<file path="src/rtl/bridge_cmd_status_defs.vh">
`ifndef BRIDGE_CMD_STATUS_DEFS_VH
`define BRIDGE_CMD_STATUS_DEFS_VH

// Configuration dword holding command (low half) and status (high half)
`define CMD_STAT_OFFSET        8'h04

// Command bit positions
`define CMD_IO_DECODE_BIT      0
`define CMD_MEM_DECODE_BIT     1
`define CMD_UPSTREAM_INIT_BIT  2
`define CMD_SPECIAL_CYCLE_BIT  3
`define CMD_WRITE_INVAL_BIT    4
`define CMD_VGA_SNOOP_BIT      5
`define CMD_PARITY_RESP_BIT    6
`define CMD_SYS_ERR_OUT_BIT    8

// Writable command bits and their reset value
`define CMD_WRITE_MASK         16'h0167
`define CMD_RESET              16'h0000

// Status bit positions within the dword
`define STAT_PARITY_ERR_BIT    31
`define STAT_SYS_ERR_SIG_BIT   30
`define STAT_MABORT_RX_BIT     29
`define STAT_TABORT_RX_BIT     28
`define STAT_TABORT_SIG_BIT    27
`define STAT_DEVSEL_HI         26
`define STAT_DEVSEL_LO         25
`define STAT_DATA_PAR_BIT      24
`define STAT_B2B_BIT           23
`define STAT_66MHZ_BIT         21
`define STAT_CAP_LIST_BIT      20

// Status fixed part and reset value
`define STAT_FIXED             16'h02b0
`define STAT_RESET             16'h02b0
`define STAT_EVENT_MASK        16'hf900

// VGA palette addresses (bits 9:0)
`define VGA_PAL_MASK_ADDR      10'h3c6
`define VGA_PAL_WIDX_ADDR      10'h3c8
`define VGA_PAL_DATA_ADDR      10'h3c9

`endif

</file>
<file path="src/rtl/pci_bridge_primary_cmd_status.v">
// Functional notes
// - VGA palette write: 3C6/3C8/3C9, bits 31:16 zero
// - Snoop off: palette write only inside window
// - Snoop on: claim palette writes, forward downstream
// - Write-invalidate enable reads zero, relay only
// - Special cycle enable reads zero, never respond
// - Initiator enable off: no secondary I/O or memory claim, no mastering
// - Initiator enable on: claim secondary, master upstream
// - Config forwarding ignores initiator enable
// - Memory decode enable gates primary memory claims
// - I/O decode enable gates primary I/O claims
// - Write one clears status, zero keeps
// - Bit 30 set when system error driven
// - Bit 29 set on received master abort
// - Bit 28 set on received target abort
// - Bit 27 set on signaled target abort
// - Decode timing field reads 1, medium
// - Bit 24 needs master, parity error, response enable
// - Bit 21 reads one, 66 MHz capable
// - Bits 22 and 19:16 read zero
// - Response enable off: no parity output, bit 24
// - System error output only with enable set
`include "bridge_cmd_status_defs.vh"
`timescale 1ns/100ps
`default_nettype none

module pci_bridge_primary_cmd_status (
    // Clock and reset
    input  wire        sys_clk,
    input  wire        rst,
    // Configuration access
    input  wire        cfg_wr,
    input  wire        cfg_rd,
    input  wire [7:0]  cfg_addr,
    input  wire [3:0]  cfg_be_n,
    input  wire [31:0] cfg_wdata,
    output reg  [31:0] cfg_rdata,
    output reg         cfg_rvalid,
    // Primary bus decode request
    input  wire        p_req,
    input  wire        p_is_io,
    input  wire        p_is_mem,
    input  wire        p_is_special,
    input  wire        p_is_write,
    input  wire [31:0] p_addr,
    input  wire        p_in_io_window,
    input  wire        p_in_mem_window,
    output reg         p_claim,
    output reg         p_vga_claim,
    // Secondary bus decode request
    input  wire        s_req,
    input  wire        s_is_io_mem,
    input  wire        s_is_cfg,
    output reg         s_claim,
    output reg         upstream_master_ok,
    // Primary bus events
    input  wire        is_primary_master,
    input  wire        addr_parity_err,
    input  wire        data_parity_err,
    input  wire        sys_err_req,
    input  wire        master_abort_rx,
    input  wire        target_abort_rx,
    input  wire        target_abort_tx,
    input  wire        relay_write_inval,
    output reg         write_inval_ok,
    // Open-drain error pins
    input  wire        primary_parity_err_n_in,
    output reg         primary_parity_err_n_out,
    output reg         primary_parity_err_n_oe,
    input  wire        primary_sys_err_n_in,
    output reg         primary_sys_err_n_out,
    output reg         primary_sys_err_n_oe,
    // Control state
    output reg  [15:0] primary_command,
    output reg  [15:0] primary_status
);

    localparam [15:0] WMASK = `CMD_WRITE_MASK;

    reg  [15:0] command_next;
    reg  [15:0] status_next;
    reg  [15:0] w1c_bits;
    reg  [15:0] set_bits;
    wire        hit;
    wire        vga_snoop_en;
    wire        parity_response_en;
    wire        sys_err_out_en;
    wire        upstream_initiator_en;
    wire        mem_decode_en;
    wire        io_decode_en;
    wire        vga_pal_wr;
    wire        perr_seen;
    wire        serr_drive;

    // Palette address test, also handy for a future snoop of reads
    function is_vga_pal;
        input [31:0] a;
        begin
            is_vga_pal = (a[31:16] == 16'h0000) &&
                         ((a[9:0] == `VGA_PAL_MASK_ADDR) ||
                          (a[9:0] == `VGA_PAL_WIDX_ADDR) ||
                          (a[9:0] == `VGA_PAL_DATA_ADDR));
        end
    endfunction

    assign hit = (cfg_addr == `CMD_STAT_OFFSET);
    assign io_decode_en          = primary_command[`CMD_IO_DECODE_BIT];
    assign mem_decode_en         = primary_command[`CMD_MEM_DECODE_BIT];
    assign upstream_initiator_en = primary_command[`CMD_UPSTREAM_INIT_BIT];
    assign vga_snoop_en          = primary_command[`CMD_VGA_SNOOP_BIT];
    assign parity_response_en    = primary_command[`CMD_PARITY_RESP_BIT];
    assign sys_err_out_en        = primary_command[`CMD_SYS_ERR_OUT_BIT];
    assign vga_pal_wr = p_is_io && p_is_write && is_vga_pal(p_addr);
    // Pin sampled directly; inputs are synchronous to the clock
    assign perr_seen  = ~primary_parity_err_n_in;
    assign serr_drive = sys_err_req && sys_err_out_en;

    // Command write: writable bits only, per byte lane
    always @* begin
        command_next = primary_command;
        if (cfg_wr && hit) begin
            if (!cfg_be_n[0]) begin
                command_next[7:0] = (cfg_wdata[7:0] & WMASK[7:0]) |
                                    (primary_command[7:0] & ~WMASK[7:0]);
            end
            if (!cfg_be_n[1]) begin
                command_next[15:8] = (cfg_wdata[15:8] & WMASK[15:8]) |
                                     (primary_command[15:8] & ~WMASK[15:8]);
            end
        end
        // Fixed zero bits regardless of write data
        command_next[`CMD_WRITE_INVAL_BIT]   = 1'b0;
        command_next[`CMD_SPECIAL_CYCLE_BIT] = 1'b0;
    end

    // Status: events set, write one clears, set beats clear
    always @* begin
        w1c_bits = 16'h0000;
        if (cfg_wr && hit) begin
            if (!cfg_be_n[2]) begin
                w1c_bits[7:0] = cfg_wdata[23:16];
            end
            if (!cfg_be_n[3]) begin
                w1c_bits[15:8] = cfg_wdata[31:24];
            end
        end
        w1c_bits = w1c_bits & `STAT_EVENT_MASK;
        set_bits = 16'h0000;
        set_bits[`STAT_PARITY_ERR_BIT - 16] =
            addr_parity_err || data_parity_err;
        set_bits[`STAT_SYS_ERR_SIG_BIT - 16] = primary_sys_err_n_oe;
        set_bits[`STAT_MABORT_RX_BIT - 16] =
            is_primary_master && master_abort_rx;
        set_bits[`STAT_TABORT_RX_BIT - 16] =
            is_primary_master && target_abort_rx;
        set_bits[`STAT_TABORT_SIG_BIT - 16] = target_abort_tx;
        set_bits[`STAT_DATA_PAR_BIT - 16] = is_primary_master &&
            (data_parity_err || perr_seen) && parity_response_en;
        status_next = ((primary_status & `STAT_EVENT_MASK & ~w1c_bits) |
                       set_bits) | `STAT_FIXED;
    end

    // Register contents
    always @(posedge sys_clk or posedge rst) begin
        if (rst) begin
            primary_command <= `CMD_RESET;
            primary_status  <= `STAT_RESET;
        end else begin
            primary_command <= command_next;
            primary_status  <= status_next;
        end
    end

    // Read answer one cycle after the strobe; other offsets read zero
    always @(posedge sys_clk or posedge rst) begin
        if (rst) begin
            cfg_rdata  <= 32'h0000_0000;
            cfg_rvalid <= 1'b0;
        end else begin
            cfg_rvalid <= cfg_rd;
            if (cfg_rd && hit) begin
                cfg_rdata <= {primary_status, primary_command};
            end else if (cfg_rd) begin
                cfg_rdata <= 32'h0000_0000;
            end
        end
    end

    // Primary claim, decode enables gate each space
    always @(posedge sys_clk or posedge rst) begin
        if (rst) begin
            p_claim     <= 1'b0;
            p_vga_claim <= 1'b0;
        end else begin
            p_claim     <= 1'b0;
            p_vga_claim <= 1'b0;
            if (p_req && !p_is_special) begin
                if (p_is_mem && mem_decode_en && p_in_mem_window) begin
                    p_claim <= 1'b1;
                end
                if (p_is_io && io_decode_en) begin
                    if (vga_pal_wr && vga_snoop_en) begin
                        p_claim     <= 1'b1;
                        p_vga_claim <= 1'b1;
                    end else if (p_in_io_window) begin
                        p_claim <= 1'b1;
                    end
                end
            end
        end
    end

    // Secondary claim; configuration passes whatever the enable
    always @(posedge sys_clk or posedge rst) begin
        if (rst) begin
            s_claim            <= 1'b0;
            upstream_master_ok <= 1'b0;
            write_inval_ok     <= 1'b0;
        end else begin
            s_claim <= s_req && ((s_is_io_mem && upstream_initiator_en) ||
                                 s_is_cfg);
            upstream_master_ok <= upstream_initiator_en;
            // Write-invalidate only when relaying another master's cycle
            write_inval_ok <= relay_write_inval && upstream_initiator_en;
        end
    end

    // Open-drain pins: level is always low, the enable does the driving
    always @(posedge sys_clk or posedge rst) begin
        if (rst) begin
            primary_parity_err_n_out <= 1'b0;
            primary_parity_err_n_oe  <= 1'b0;
            primary_sys_err_n_out    <= 1'b0;
            primary_sys_err_n_oe     <= 1'b0;
        end else begin
            primary_parity_err_n_out <= 1'b0;
            primary_sys_err_n_out    <= 1'b0;
            // Parity error pin driven low only with response enabled
            primary_parity_err_n_oe <= data_parity_err &&
                                       parity_response_en;
            // Pin level not checked back; a shared line may be low anyway
            primary_sys_err_n_oe <= serr_drive;
        end
    end

endmodule

`default_nettype wire

</file>
<file path="config.mk">
export PLATFORM = sky130hd
export DESIGN_NAME = pci_bridge_primary_cmd_status
export DESIGN_NICKNAME = d
export VERILOG_FILES = /design/src/rtl/pci_bridge_primary_cmd_status.v
export VERILOG_INCLUDE_DIRS = /design/src /design/src/rtl
export SDC_FILE = /design/constraint.sdc
export NUM_CORES = 1
export LEC_CHECK = 0
export BUFFER_PORTS_ARGS = -buffer_cell sky130_fd_sc_hd__buf_2
export CAP_MARGIN = 20
export CORE_MARGIN = 3
export CORE_UTILIZATION = 38
export CTS_CLUSTER_SIZE = 25
export DETAILED_ROUTE_END_ITERATION = 7
export GPL_ROUTABILITY_DRIVEN = 0
export PLACE_DENSITY = 0.83
export SLEW_MARGIN = 10
export SYNTH_ARGS = -nofsm -noshare
export SYNTH_HDL_FRONTEND = slang
export SYNTH_SLANG_ARGS = --single-unit
</file>
<file path="constraint.sdc">
create_clock -name sys_clk -period 2.75 [get_ports sys_clk]
set_input_delay 0.4125 -clock sys_clk [delete_from_list [all_inputs] [get_ports sys_clk]]
set_output_delay 0.4125 -clock sys_clk [all_outputs]
set_load 0.03 [all_outputs]
</file>
Yosys cells after proc, flatten, opt, wreduce, memory -nomap -nowiden
Index checks and enable logic that the tools add are counted.
{ "word_totals": {"register_bits": 66, "input_bits": 100, "out_inout_bits": 74} }
{ "op_classes": {"eq_ne": 4, "n_mux": 13, "bitwise": 8, "n_reduce_logical": 29} }
{ "ops": {"columns": ["cell", "n"], "rows": [
  ["$mux 32", 2],
  ["$eq 10x10->1 const B", 3],
  ["$logic_and 1x1->1", 19],
  ["$and 16x16->16", 1],
  ["$logic_not 16->1", 1],
  ["$mux 16", 1],
  ["$mux 8", 2],
  ["$not 16->16", 1],
  ["$or 16x16->16", 1],
  ["$eq 8x3->1 const B", 1],
  ["$mux 1", 8],
  ["$or 1x8->8", 1],
  ["$or 7x8->8", 1],
  ["$logic_or 1x1->1", 5],
  ["$reduce_and 2->1", 2],
  ["$not 1->1", 3],
  ["$reduce_bool 2->1", 1],
  ["$logic_not 1->1", 1]
]} }

Longest topological paths before layout
{ "logic_depth": {"depth_word": 9, "depth_mapped": 5} }

Worst setup path after synthesis
OpenSTA, ideal clock, no wires.
{ "synth_timing": {"kind": "in2reg", "start": "input cfg_addr[3]", "end": "register primary_command[0]", "arrival_time_ns": 1.426, "required_ns": 2.625, "slack_ns": 1.199, "stages": 5, "n_path_buf": 1, "path_cell_list": "nor4b_4 nand3_1 or2_1 buf_6 mux2_4"} }
{ "synth_between": {"elab_chain_len": 3} }
{ "synth_lines": {"columns": ["element", "line", "rtl"], "rows": [
  ["start: declaration", "pci_bridge_primary_cmd_status.v:34", "input wire [7:0] cfg_addr,"],
  ["$eq 8x3->1 (no line)", null, null],
  ["$logic_and 1x1->1", "pci_bridge_primary_cmd_status.v:121", "if (cfg_wr && hit) begin"],
  ["$reduce_and 2->1 (no line)", null, null],
  ["end signal: assignment", "pci_bridge_primary_cmd_status.v:166", "primary_command <= `CMD_RESET;"],
  ["end signal: assignment", "pci_bridge_primary_cmd_status.v:169", "primary_command <= command_next;"],
  ["end: declaration", "pci_bridge_primary_cmd_status.v:74", "output reg [15:0] primary_command,"]
]} }
No other way between the ends.
A chain may end at the register's enable or synchronous reset.

Worst setup path in the final report
{ "layout_timing": {"start": "input cfg_addr[7]", "end": "register primary_command[1]"} }
Same word-level chain as after synthesis.

==> qor.yml <==
run_status:
  status: "complete, no violations"
global_route:
  grtUsageMet1_pct: 17.02
  met2_usage_pct: 25.58
  grtUsageTotal_pct: 15.21
  grt_pass1_vias: 1314
  grt-busiest-layer: "met2"
  grt_overflow: 0
  use_met3_pct: 5.679
  grt_max_degree: 33
  grt_pass1_wl_um: 6065
  antenna_found_initial: 0
yosys:
  synthMuxAreaShare_pct: 5.145
  synthXorXnorAreaFrac_pct: 0
  ys_seq_elements: 33
  yosys.area_share.simple_pct: 14.24
  yosys_warnings: 0
  netlist_instances: 143
  ys_types: 34
  synth_top_family_by_area: "buffers and inverters"
  synth_compound_area_share_pct: 10.66
  avgSynthCellArea_um2: 11.73
  syn_area_um2: 1678
  synth_top_cell_area_share_pct: 49.22
  synthTopCellsByArea: "dfrtp_1, buf_4, a22o_1"
  synth.yosys.seq_area_share_pct: 49.22
  synth_fa_ha_area_share_pct: 0
  synth_top_area_cell: "dfrtp_1"
finish:
  syn_to_final_growth_pct: 29.83
  fillers: 390
  fin_util_pct: 52.93
  seqCellArea_um2: 825.8
  multi_input_area_um2: 646.9
  n_antenna_cell: 0
  drive_above_1_share_pct: 49.80
  nets: 350
min_path:
  hold_class: "primary input to flop"
routing:
  post-route-drc-count: 0
  avgRoutedWirePerCell_um: 12.92
  drt-pass1-iter-count: 3
  drt-initial-drc-count: 47
  wl_um: 3890
  ant_nets: 0
  drt-vias-per-instance: 4.508
  vias: 1357
setup_path:
  cp.arrival_ps: 1700
  cp-end-kind: "flop"
  start_kind: "primary input"
  cp.required_ps: 2920
  worstSetupPathType: "primary input to flop"
  crit_fanout: 5
clock_tree:
  ctsResizeCount: 0
  cts_num_sinks: 33
  clkSlewWorstSetupHoldPaths_ps: 60
  clkLatencyLatePin_ps: 280
  cts-buffers-inserted: 5
  htree_levels: 2
  cts_tree: "built"
  cts_root_buffer: "clkbuf_8"
  clockBufferDepth: 2
sta:
  post-route-min-period_ps: 1539
  timing.final.crit_share_pct: 55.98
  setup_viol: 0
  hold_viol: 0
  finClkSkew_ps: 3.032
  finalMaxSlewViolations: 0
  fmax_ghz: 0.6496
  rsz0062_at_grt: "false"
  tns_ps: 0
floorplanning:
  die_w_um: 72.45
  placementRows: 23
  initial_core_util_pct: 40.77
  chipHeight_um: 72.45
  coreArea_um2: 4115
  io_pins: 174
  dieArea_um2: 5249
pwr:
  vdd_ir_drop_max_uv: 148.1
  power.density_nw_per_um2: 481.5
  cellLeakagePower_nw: 1.287
flow_run:
  maxCapViolations: 0
placed_design:
  dp_hpwl_um: 3140
  io_buffers: 107
layer usage:
metal	wire length [µm]	share of wire [%]	vias to the layer above
met3	460	12	9
met5	0	0	-
li1	-	-	635
met1	1399	36	630
met4	80	2.1	0
met2	1949	50	83
kinds of logic after synthesis:
group | after synthesis
other | 2
and+or+nand+nor | 34
muxes | 6
buffers and inverters | 47
DFF | 33
AOI/OAI and AO/OA | 21
cells in the final DEF, fill, tap and decap left out, types with 2 or more instances in the layout:
| cell type | instances |
|---|---|
| buf_2 | 107 |
| conb_1 | 38 |
| dfrtp_1 | 33 |
| a22o_1 | 14 |
| nand2_1 | 7 |
| mux2_4 | 5 |
| clkbuf_8 | 5 |
| nor2_1 | 4 |
| a21o_1 | 3 |
| and2_1 | 3 |
| nor4_1 | 3 |
| inv_1 | 2 |
| and4b_1 | 2 |
| nand4_1 | 2 |
| clkinv_2 | 2 |
Yosys cell counts, drive strengths merged:
cell type,instances
nand4,2
nor3b,1
a21o,3
and4,1
nand3,1
inv,2
and4b,3
nor3,1
a21oi,1
nand2,7
or2,1
nor2,4
nand2b,1
a32o,1
mux2,6
nor2b,1
buf,44
nor4,4
conb,2
and3,1
a211o,1
and2,3
dfrtp,33
a221o,1
a22o,14
clkbuf,1
nor4bb,1
nor4b,2
what timing repair did:
action / CTS / global route
setup buffers: 0 / 0
hold endpoints to repair: 1 / 0
hold buffers: 1 / 0
stage by stage:
stage,std cells,instance area (µm²),setup WS [ps],hold WS [ps],power [W]
finish,301,2178,1211,266.9,0.001049
global route,301,2178,1075,260.5,0.001105
CTS,301,2178,1177,254.2,0.001061
detailed placement,292,2086,876.2,256.6,0.0007113
global placement,292,2086,883.7,256.4,0.0007079
floorplan,179,1813,1199,443.9,0.0006791
state kept, by name (all words and copies together) (netlist names):
name	count
s_claim	1
primary_command	6
upstream_master_ok	1
primary_status	6
cfg_rvalid	1
cfg_rdata	13
p_claim	1
primary_sys_err_n_oe	1
write_inval_ok	1
primary_parity_err_n_oe	1
p_vga_claim	1
worst paths after layout:
check | end | slack, ps | cells after the start | start
min in group asynchronous | write_inval_ok | 510 | 3 | rst
worst min register to register | primary_status[14] | 470 | 1 | primary_sys_err_n_oe
worst min-delay path | cfg_rvalid | 270 | 1 | cfg_rd
worst max register to register | p_claim | 1350 | 4 | primary_command[0]
worst max-delay path | primary_command[1] | 1210 | 5 | cfg_addr[7]
max in group asynchronous | cfg_rdata[28] | 1680 | 4 | rst
final cells by class:
class / instances / share of cell area (%)
multi-input combinational: 99 / 29.70
inverter: 2 / 0.3446
clock buffer: 6 / 3.331
sequential: 33 / 37.91
tap: 50 / 2.872
timing repair buffer: 109 / 25.39
clock inverter: 2 / 0.4595
power by group:
group          switching (W)  leakage, nW  total, W  internal, W
clock               0.000171       0.0450  0.000346     0.000175
combinational       0.000136        0.808  0.000196    0.0000604
sequential        0.00000891        0.434  0.000507     0.000498
critical path: stages:
cell and delay [ps]:
buf_2 120, nor4_4 300, nand3_1 160, or2_1 380
mux2_4 340
Power figures use the tool's default switching activity.
